--- config.mk ---
export PLATFORM = sky130hd
export DESIGN_NAME = fspc_ctrl
export DESIGN_NICKNAME = d
export VERILOG_FILES = /design/src/fspc_pkg.sv /design/src/fspc_ctrl.sv
export VERILOG_INCLUDE_DIRS = /design/src
export SDC_FILE = /design/constraint.sdc
export NUM_CORES = 2
export LEC_CHECK = 0
export BUFFER_PORTS_ARGS = -buffer_cell sky130_fd_sc_hd__buf_2
export CAP_MARGIN = 15
export CORE_ASPECT_RATIO = 1.25
export CORE_MARGIN = 1
export CORE_UTILIZATION = 56
export DETAILED_ROUTE_END_ITERATION = 10
export PLACE_DENSITY = 0.73
export SLEW_MARGIN = 25
export SYNTH_ARGS = -nofsm -noshare
export SYNTH_HDL_FRONTEND = slang
export SYNTH_SLANG_ARGS = --single-unit
export TNS_END_PERCENT = 1
--- constraint.sdc ---
create_clock -name pclk -period 8.44 [get_ports pclk]
set_input_delay 0.844 -clock pclk [delete_from_list [all_inputs] [get_ports pclk]]
set_output_delay 0.844 -clock pclk [all_outputs]
set_load 0.03 [all_outputs]
--- src/fspc_consts.svh ---
// fspc_consts.svh: offsets, field positions, reset values and timing counts
// assumes: included by bare name from the controller
`ifndef FSPC_CONSTS_SVH
`define FSPC_CONSTS_SVH
`define FSPC_CTRL_OFS 12'h0dc
`define FSPC_CTRL_IDX 8'h37
`define FSPC_MODE_OFS 12'h0e0
`define FSPC_BIT_IRQEN 7
`define FSPC_BIT_BUSY 6
`define FSPC_BIT_REEN 4
`define FSPC_BIT_LOCK 3
`define FSPC_BIT_WRT 2
`define FSPC_BIT_ERS 1
`define FSPC_BIT_SPE 0
`define FSPC_CTRL_RST 8'h00
`define FSPC_PAT_REEN 5'h11
`define FSPC_PAT_LOCK 5'h09
`define FSPC_PAT_WRT 5'h05
`define FSPC_PAT_ERS 5'h03
`define FSPC_PAT_FILL 5'h01
`define FSPC_ARM_CYC 3'h4
`define FSPC_LPM_CYC 3'h3
`define FSPC_PROG_MIN_US 3700
`define FSPC_PROG_MAX_US 4500
`define FSPC_CLK_MHZ 100
`define FSPC_Z_LOW 16'h0000
`define FSPC_Z_HIGH 16'h0003
`define FSPC_Z_EXT 16'h0002
`endif

--- src/fspc_pkg.sv ---
// fspc_pkg.sv: types of the self-programming controller
// assumes: fspc_consts.svh alongside
package fspc_pkg;
   typedef enum logic [2:0] {
      FSPC_IDLE, FSPC_FILL, FSPC_ERASE, FSPC_WRITE, FSPC_REEN, FSPC_LOCK
   } fspc_cmd_t;
   typedef enum logic [1:0] {FSPC_S_IDLE, FSPC_S_ARMED, FSPC_S_BUSY} fspc_st_t;
endpackage : fspc_pkg

--- src/fspc_ctrl.sv ---
// fspc_ctrl.sv: self-programming control register, arming window, sequencer
// assumes: apb master on pclk, core strobes on pclk, fuses from a static source
// limitation: boot lock protection modes are not enforced by this block
// the programming timer runs on pclk; PROG_CYCLES sets the span
`timescale 1ns/1ns
`include "fspc_consts.svh"
module fspc_ctrl #(
   parameter int PAGE_WORDS = 64,
   parameter int PAGE_BITS = 8,
   parameter int BOOT_PAGES = 32,
   parameter int NO_READ_WHILE_WRITE_SECTION_PAGE = 224,
   parameter int PROG_CYCLES = `FSPC_PROG_MIN_US * `FSPC_CLK_MHZ
) (
   input wire logic pclk,
   input wire logic presetn,
   input wire logic clk_en,
   input wire logic psel,
   input wire logic penable,
   input wire logic pwrite,
   input wire logic [11:0] paddr,
   input wire logic [31:0] pwdata,
   output logic [31:0] prdata,
   output logic pready,
   output logic pslverr,
   input wire logic global_irq_en,
   input wire logic eeprom_busy,
   input wire logic store_strobe,
   input wire logic load_strobe,
   input wire logic [15:0] z_pointer,
   input wire logic [15:0] reg_pair,
   input wire logic [15:0] pc_word,
   input wire logic [1:0] boot_size_fuses,
   input wire logic [7:0] lock_bits,
   input wire logic [7:0] low_fuse_byte,
   input wire logic [7:0] high_fuse_byte,
   input wire logic [7:0] extended_fuse_byte,
   output logic store_ready_irq,
   output logic cpu_halt,
   output logic section_busy_flag,
   output logic load_data_valid,
   output logic [7:0] load_data,
   output logic prog_start,
   output logic prog_erase,
   output logic [PAGE_BITS-1:0] prog_page,
   output logic [15:0] buffer_rdata
);
   localparam int PW = $clog2(PAGE_WORDS);
   typedef struct packed {
      logic [7:0] ctrl;
      fspc_pkg::fspc_st_t st;
      fspc_pkg::fspc_cmd_t cmd;
      logic [2:0] win;
      logic [31:0] tmr;
      logic filling;
      logic rww_busy;
      logic halt;
      logic irq;
      logic [31:0] rdata;
      logic ready;
      logic err;
      logic ld_v;
      logic [7:0] ld;
      logic pst;
      logic pers;
      logic [PAGE_BITS-1:0] page;
      logic [15:0] brd;
   } fspc_state_t;
   fspc_state_t s, next_s;
   logic [15:0] tbuf [PAGE_WORDS];
   logic clr_buf, fill_we;
   logic [PW-1:0] fill_idx;
   logic [PAGE_BITS-1:0] z_page, boot_start;

   // control write lands on the edge that completes the access
   logic wr_ctrl;
   assign wr_ctrl = psel && penable && s.ready && pwrite &&
                    paddr == `FSPC_CTRL_OFS;
   assign z_page = z_pointer[PW+1 +: PAGE_BITS];
   // boot section grows down from the top, size from fuses
   assign boot_start = PAGE_BITS'((1 << PAGE_BITS) -
                       (BOOT_PAGES >> boot_size_fuses));
   assign fill_idx = z_pointer[PW:1];

   always_comb begin
      logic [4:0] pat;
      logic from_boot;
      pat = pwdata[4:0];
      from_boot = pc_word[PW +: PAGE_BITS] >= boot_start;
      next_s = s;
      clr_buf = 1'b0;
      fill_we = 1'b0;
      next_s.ld_v = 1'b0;
      next_s.pst = 1'b0;
      next_s.ready = 1'b0;
      next_s.err = 1'b0;
      // two-cycle slave: answer one cycle after penable rises
      if (psel && penable && !s.ready) begin
         next_s.ready = 1'b1;
         next_s.err = paddr != `FSPC_CTRL_OFS && paddr != `FSPC_MODE_OFS;
         next_s.rdata = 32'h0;
         if (paddr == `FSPC_CTRL_OFS) begin
            // busy flag visible only in mode register, bits 6..5 zero
            next_s.rdata = {24'h0, s.ctrl & 8'h9f};
         end
         if (paddr == `FSPC_MODE_OFS) begin
            next_s.rdata = {30'h0, s.halt, s.rww_busy};
         end
      end
      case (s.st)
         fspc_pkg::FSPC_S_IDLE: begin
            if (wr_ctrl) begin
               next_s.ctrl[`FSPC_BIT_IRQEN] = pwdata[`FSPC_BIT_IRQEN];
               next_s.win = `FSPC_ARM_CYC;
               next_s.st = fspc_pkg::FSPC_S_ARMED;
               next_s.ctrl[4:0] = pat;
               case (pat)
                  `FSPC_PAT_FILL: next_s.cmd = fspc_pkg::FSPC_FILL;
                  `FSPC_PAT_ERS: next_s.cmd = fspc_pkg::FSPC_ERASE;
                  `FSPC_PAT_WRT: next_s.cmd = fspc_pkg::FSPC_WRITE;
                  `FSPC_PAT_LOCK: begin
                     next_s.cmd = fspc_pkg::FSPC_LOCK;
                     next_s.win = `FSPC_LPM_CYC;
                  end
                  `FSPC_PAT_REEN: begin
                     next_s.cmd = fspc_pkg::FSPC_REEN;
                     clr_buf = s.filling;
                     next_s.filling = 1'b0;
                  end
                  default: begin
                     next_s.ctrl[4:0] = s.ctrl[4:0];
                     next_s.st = fspc_pkg::FSPC_S_IDLE;
                  end
               endcase
            end
         end
         fspc_pkg::FSPC_S_ARMED: begin
            if (s.cmd == fspc_pkg::FSPC_LOCK && load_strobe) begin
               next_s.ld_v = 1'b1;
               // three fuse addresses pick a fuse byte, any other z reads
               // the lock bits; odd z other than the high byte lands there
               case (z_pointer)
                  `FSPC_Z_LOW: next_s.ld = low_fuse_byte;
                  `FSPC_Z_HIGH: next_s.ld = high_fuse_byte;
                  `FSPC_Z_EXT: next_s.ld = extended_fuse_byte;
                  default: next_s.ld = lock_bits;
               endcase
               next_s.ctrl[4:0] = 5'h00;
               next_s.st = fspc_pkg::FSPC_S_IDLE;
            end else if (store_strobe && from_boot) begin
               next_s.ctrl[4:0] = 5'h00;
               next_s.st = fspc_pkg::FSPC_S_IDLE;
               case (s.cmd)
                  fspc_pkg::FSPC_FILL: begin
                     fill_we = 1'b1;
                     next_s.filling = 1'b1;
                  end
                  fspc_pkg::FSPC_REEN: next_s.rww_busy = 1'b0;
                  fspc_pkg::FSPC_ERASE, fspc_pkg::FSPC_WRITE: begin
                     // any page, boot pages included; cmd bits held
                     next_s.ctrl[4:0] = s.ctrl[4:0];
                     next_s.st = fspc_pkg::FSPC_S_BUSY;
                     next_s.tmr = PROG_CYCLES;
                     next_s.pst = 1'b1;
                     next_s.pers = s.cmd == fspc_pkg::FSPC_ERASE;
                     next_s.page = z_page;
                     // halt only when the target sits in the no-rww part
                     next_s.halt = z_page >= PAGE_BITS'(NO_READ_WHILE_WRITE_SECTION_PAGE);
                     next_s.rww_busy = z_page < PAGE_BITS'(NO_READ_WHILE_WRITE_SECTION_PAGE);
                     if (s.cmd == fspc_pkg::FSPC_WRITE) next_s.filling = 1'b0;
                  end
                  default: ;
               endcase
            end else if (s.win == 3'h1) begin
               next_s.ctrl[4:0] = 5'h00;
               next_s.st = fspc_pkg::FSPC_S_IDLE;
            end else begin
               next_s.win = s.win - 3'h1;
            end
         end
         // programming timer; pclk stands in for the rc time base
         fspc_pkg::FSPC_S_BUSY: begin
            if (s.tmr == 32'h1) begin
               next_s.ctrl[4:0] = 5'h00;
               next_s.halt = 1'b0;
               next_s.st = fspc_pkg::FSPC_S_IDLE;
            end else begin
               next_s.tmr = s.tmr - 32'h1;
            end
         end
         default: next_s.st = fspc_pkg::FSPC_S_IDLE;
      endcase
      // irq level; blocked by eeprom write and any operation
      next_s.irq = next_s.ctrl[`FSPC_BIT_IRQEN] && global_irq_en &&
                   !next_s.ctrl[`FSPC_BIT_SPE] &&
                   !eeprom_busy && next_s.st != fspc_pkg::FSPC_S_BUSY;
      next_s.brd = tbuf[fill_idx];
   end

   // reset clears register and any armed command
   always_ff @(posedge pclk or negedge presetn) begin
      if (!presetn) begin
         s <= '0;
      end else if (clk_en) begin
         s <= next_s;
      end
   end

   // temporary page buffer, one write port per entry
   genvar gi;
   generate
      for (gi = 0; gi < PAGE_WORDS; gi++) begin : g_buf
         always_ff @(posedge pclk) begin
            if (clk_en) begin
               if (clr_buf) tbuf[gi] <= 16'hffff;
               else if (fill_we && fill_idx == PW'(gi)) tbuf[gi] <= reg_pair;
            end
         end
      end
   endgenerate

   assign prdata = s.rdata;
   assign pready = s.ready;
   assign pslverr = s.err;
   assign store_ready_irq = s.irq;
   assign cpu_halt = s.halt;
   assign section_busy_flag = s.rww_busy;
   assign load_data_valid = s.ld_v;
   assign load_data = s.ld;
   assign prog_start = s.pst;
   assign prog_erase = s.pers;
   assign prog_page = s.page;
   assign buffer_rdata = s.brd;

   // cycles spent armed, for the window checks
   int unsigned arm_age;
   always_ff @(posedge pclk or negedge presetn) begin
      if (!presetn) arm_age <= 0;
      else if (clk_en) arm_age <= (s.st == fspc_pkg::FSPC_S_ARMED) ?
                                  arm_age + 1 : 0;
   end

   // a store fetched from the application section must not act
   logic from_b;
   assign from_b = pc_word[PW +: PAGE_BITS] >= boot_start;
endmodule : fspc_ctrl

Word-level counts from Yosys, hierarchy flattened
Memories as Yosys holds them, arrays and structs flattened. A register that Yosys moved wholly into a read port is not among the register bits.
Index checks and enable logic that the tools add are counted.
W data, S select, Z words.

cells by class
  add/sub/neg operators = 3
  $lt $le $gt $ge = 3
  eq/ne operators = 98
  shift operators = 1
  mux-type cells = 369
  bitwise logic cells = 65
  reductions and logical operators = 100

operator list
  kind                     number
  $mux W16                 64
  $mux W1                  273
  $eq A6 B6 Y1 const B     32
  $eq A6 B5 Y1 const B     16
  $logic_and A1 B1 Y1      76
  $mux W32                 2
  $or A1 B1 Y1             64
  $pmux W32 S2             1
  $eq A6 B4 Y1 const B     8
  $mux W7                  6
  $mux W38                 1
  $mux W35                 1
  $eq A16 B2 Y1 const B    2
  $eq A32 B1 Y1 const B    1
  $sub A32 B1 Y32 const B  1
  $mux W10                 3
  $eq A12 B8 Y1 const B    2
  $eq A6 B3 Y1 const B     4
  $ne A12 B8 Y1 const B    2
  $pmux W8 S3              1
  $mux W19                 1
  $ne A2 B2 Y1 const B     9
  $reduce_and A6 Y1        3
  $logic_not A16 Y1        1
  other kinds (47)         65

storage, ports and cells
  bits in registers = 79
  bits in writable memories = 1024
  output and inout bits = 72
  word-level logic and storage cells = 658
  memories = 1

memory list
  memory  depth  bits a word  rd ports  clocked after memory_dff  wr ports  line             RTL
  tbuf    64     16           1         1                         64        fspc_ctrl.sv:69  logic [15:0] tbuf [PAGE_WORDS];

Depth between registers and ports, before layout
  word-level depth = 13
  depth in mapped cells = 11

Worst setup path after synthesis
No wires, ideal clock.

  kind = input-to-reg
  from = input boot_size_fuses[0]
  to = memory tbuf[9][0] (enable)
  arrival time = 3.838 ns
  path slack = 4.190 ns
  stages on the path = 10
  path buffers = 3
  cell sequence = nand2_1 -> ha_1 -> o21ai_1 -> a211oi_2 -> o2111ai_1 -> buf_2 -> or4_1 -> buf_2 -> buf_2 -> o21ai_0

RTL lines
  item         line             RTL
  from (decl)  fspc_ctrl.sv:32  input wire logic [1:0] boot_size_fuses,
  to (decl)    fspc_ctrl.sv:69

==> results.yml <==
outcome:
  status: "finished, final reports clean"
finish:
  antenna_cells: 0
  fin_cells: 4946
  nets: 3794
  post-route-util_pct: 61.4
  layout_commonest_cell: "edfxtp_1"
  final_cell_mix: "edfxtp_1, or3_1, mux4_2"
  area_delta_synth_final_pct: 8.71
  final_layout_size_suffix_gt1_share_pct: 19.4
  finalInstanceArea_sq_um: 56900
routing:
  num_vias: 32300
  wire_per_inst_um: 27.0
  dr.pass1.iters: 6
  ant_nets: 0
  wl_um: 134000
  drt_iter0_drc: 3811
  vias_per_cell: 6.54
  drc: 0
grt:
  overflow: 0
  grt_first_pass_wirelength_um: 199000
  grt_max_degree: 100
  antenna_found_initial: 3
  grt_usage_pct: 28.3
  first_global_vias: 31500
sta:
  fin_ws_ps: 4030
  tightestPinTransition_ps: 1100
  drv_slew: 0
  finalCritPeriodShare_pct: 52.3
  period_minus_slack_ps: 4410
  slew_headroom_pct: 24.6
  finalSetupViolCount: 0
  rsz0062_at_grt: "no"
  max_freq_mhz: 227
  skew_ps: 37.4
  setup-tns-final_ps: 0
  fin_hold_ws_ps: 167
  hold_viol_final: 0
power:
  power.leakage_nw: 20.1
  total_power_mw: 11.7
  power_density_nw_per_um2: 205
  vdd_drop_max_mv: 0.180
place:
  place_congestion: 0.872
  place_area_sq_um: 53500
  dp.cells: 4748
  dp_hpwl_um: 78900
  pre_cts_ws_ps: 3390
  port_buffers: 145
yosys:
  synthArstFlopShare_pct: 8.33
  syn_area_sq_um: 52300
  syn-instance-count: 3749
  ys_ff_latch: 1117
  yosysWarnings: 0
  syn_avg_cell_area_sq_um: 14.0
  synthFlopType: "edfxtp_1"
  synth_cell_types: 81
  synth_edf_count: 1024
  seq_area_frac_synth_pct: 63.2
job:
  cap_violations: 0
worst_setup_path:
  critPathMaxFanout: 53
  required_ps: 9080
  path_class: "in -> reg"
  end_kind: "flip-flop"
  startpoint_type: "primary input"
  cp.arrival_ps: 5050
floorplan:
  die_w_um: 275
  io_pins: 208
  rows: 125
  dieHeight_um: 344
  coreArea_sq_um: 92700
  dieArea_sq_um: 94700
  start_util_pct: 56.4
clocking:
  cts_num_sinks: 1117
  clock_latency_ps: 700
  cts-buffers-inserted: 106
  cts_root_buf: "clkbuf_16"
  cts-hold-fix-buffers: 0
  post-cts-setup-buffer-count: 0
  cts_buffer_depth: 3
  cts_resized: 0
  cts.clk_slew.worst_paths_ps: 70
  cts_tree: "done"
  htree_levels: 3
worst_hold_path:
  worstHoldPathType: "in -> async"
==> cell type report <==
cell class,count,area (sq um)
Clock buffer,126,2770
Clock inverter,72,659
Fill cell,6820,35800
Inverter,21,78.8
Multi-Input combinational cell,2136,17100
Sequential cell,1117,33100
Tap cell,1206,1510
Timing Repair Buffer,268,1690
==> report_power, final <==
group          total, mW  switching, mW  internal [mW]
Clock               4.72           2.11           2.60
Sequential          6.11         0.0802           6.03
Combinational      0.828          0.582          0.245
Total               11.7           2.78           8.88
==> Yosys cell counts (all sizes together) (4+ instances only) <==
cell type | n | area [sq um]
ha | 8 | 100
o21ai | 121 | 609
a22oi | 37 | 278
nor3 | 19 | 111
o22ai | 33 | 206
nor4b | 4 | 35.0
o221ai | 7 | 61.3
or2 | 30 | 188
nand2 | 149 | 559
or3 | 868 | 5440
o22a | 4 | 35.0
nand2b | 177 | 1110
and2 | 12 | 75.1
nor2b | 17 | 106
nand4 | 13 | 81.3
and3 | 10 | 62.6
clkbuf | 358 | 1340
mux4 | 229 | 5160
o21a | 4 | 30.0
inv | 19 | 71.3
buf | 143 | 895
o41ai | 5 | 62.6
a2111oi | 7 | 68.8
nand3 | 26 | 130
mux2i | 74 | 741
nor2 | 71 | 272
or4 | 8 | 60.1
a21oi | 39 | 210
mux2 | 9 | 105
nor4 | 23 | 156
a211oi | 9 | 72.6
o32a | 8 | 80.1
xnor2 | 9 | 78.8
edfxtp | 1024 | 30700
dfrtp | 93 | 2330
a221oi | 27 | 236
a31oi | 11 | 68.8
==> cells by family after synthesis <==
family / after synthesis / share of synthesized area (%)
compound gates: 340 / 4.33
xor+xnor: 10 / 0.167
simple gates: 1438 / 16.2
mux: 312 / 11.5
other cells: 1 / 0.00716
flops: 1117 / 63.2
fa+ha+maj: 9 / 0.210
buf+inv: 522 / 4.43
==> flip-flops by register name, summed over array words and instances, names as in the netlist <==
| signal | flops |
|---|---|
| prog_erase | 1 |
| tbuf | 1024 |
| prog_start | 1 |
| prog_page | 8 |
| pready | 1 |
| store_ready_irq | 1 |
| pslverr | 1 |
| prdata | 6 |
| section_busy_flag | 1 |
| buffer_rdata | 16 |
| load_data_valid | 1 |
| load_data | 8 |
| cpu_halt | 1 |
| s | 47 |
==> metal layers <==
metal	global-route usage [%]	up-vias	wire (um)	part of all wire, %
met4	10.7	4	4860	3.6
met2	46.3	1624	65800	49
met1	38.2	16300	50300	38
li1	-	14100	-	-
met3	4.75	241	12700	9.5
met5	0	-	24	0.018
==> worst paths after layout <==
check	cells past startpoint	end	from	slack (ps)
worst max-delay path	9	buffer_rdata[11]$_DFFE_PN0P_	z_pointer[1]	4030
worst min-delay path	1	buffer_rdata[5]$_DFFE_PN0P_	presetn	170
worst max register to register	7	tbuf[1][10]$_SDFFCE_PN1P_	s[112]$_DFFE_PN0P_	4250
worst min register to register	2	prog_page[4]$_DFFE_PN0P_	prog_page[4]$_DFFE_PN0P_	470
max in group asynchronous	2	buffer_rdata[4]$_DFFE_PN0P_	presetn	7110
min in group pclk	3	prog_page[0]$_DFFE_PN0P_	z_pointer[7]	350
==> worst max-delay path: stages <==
cell	delay [ps]
buf_8	400
buf_4	780
buf_4	860
mux4_2	420
o22ai_1	100
nor2_1	270
nor2_1	100
a2111oi_0	880
o32a_1	290
Power figures use the tool's default switching activity.
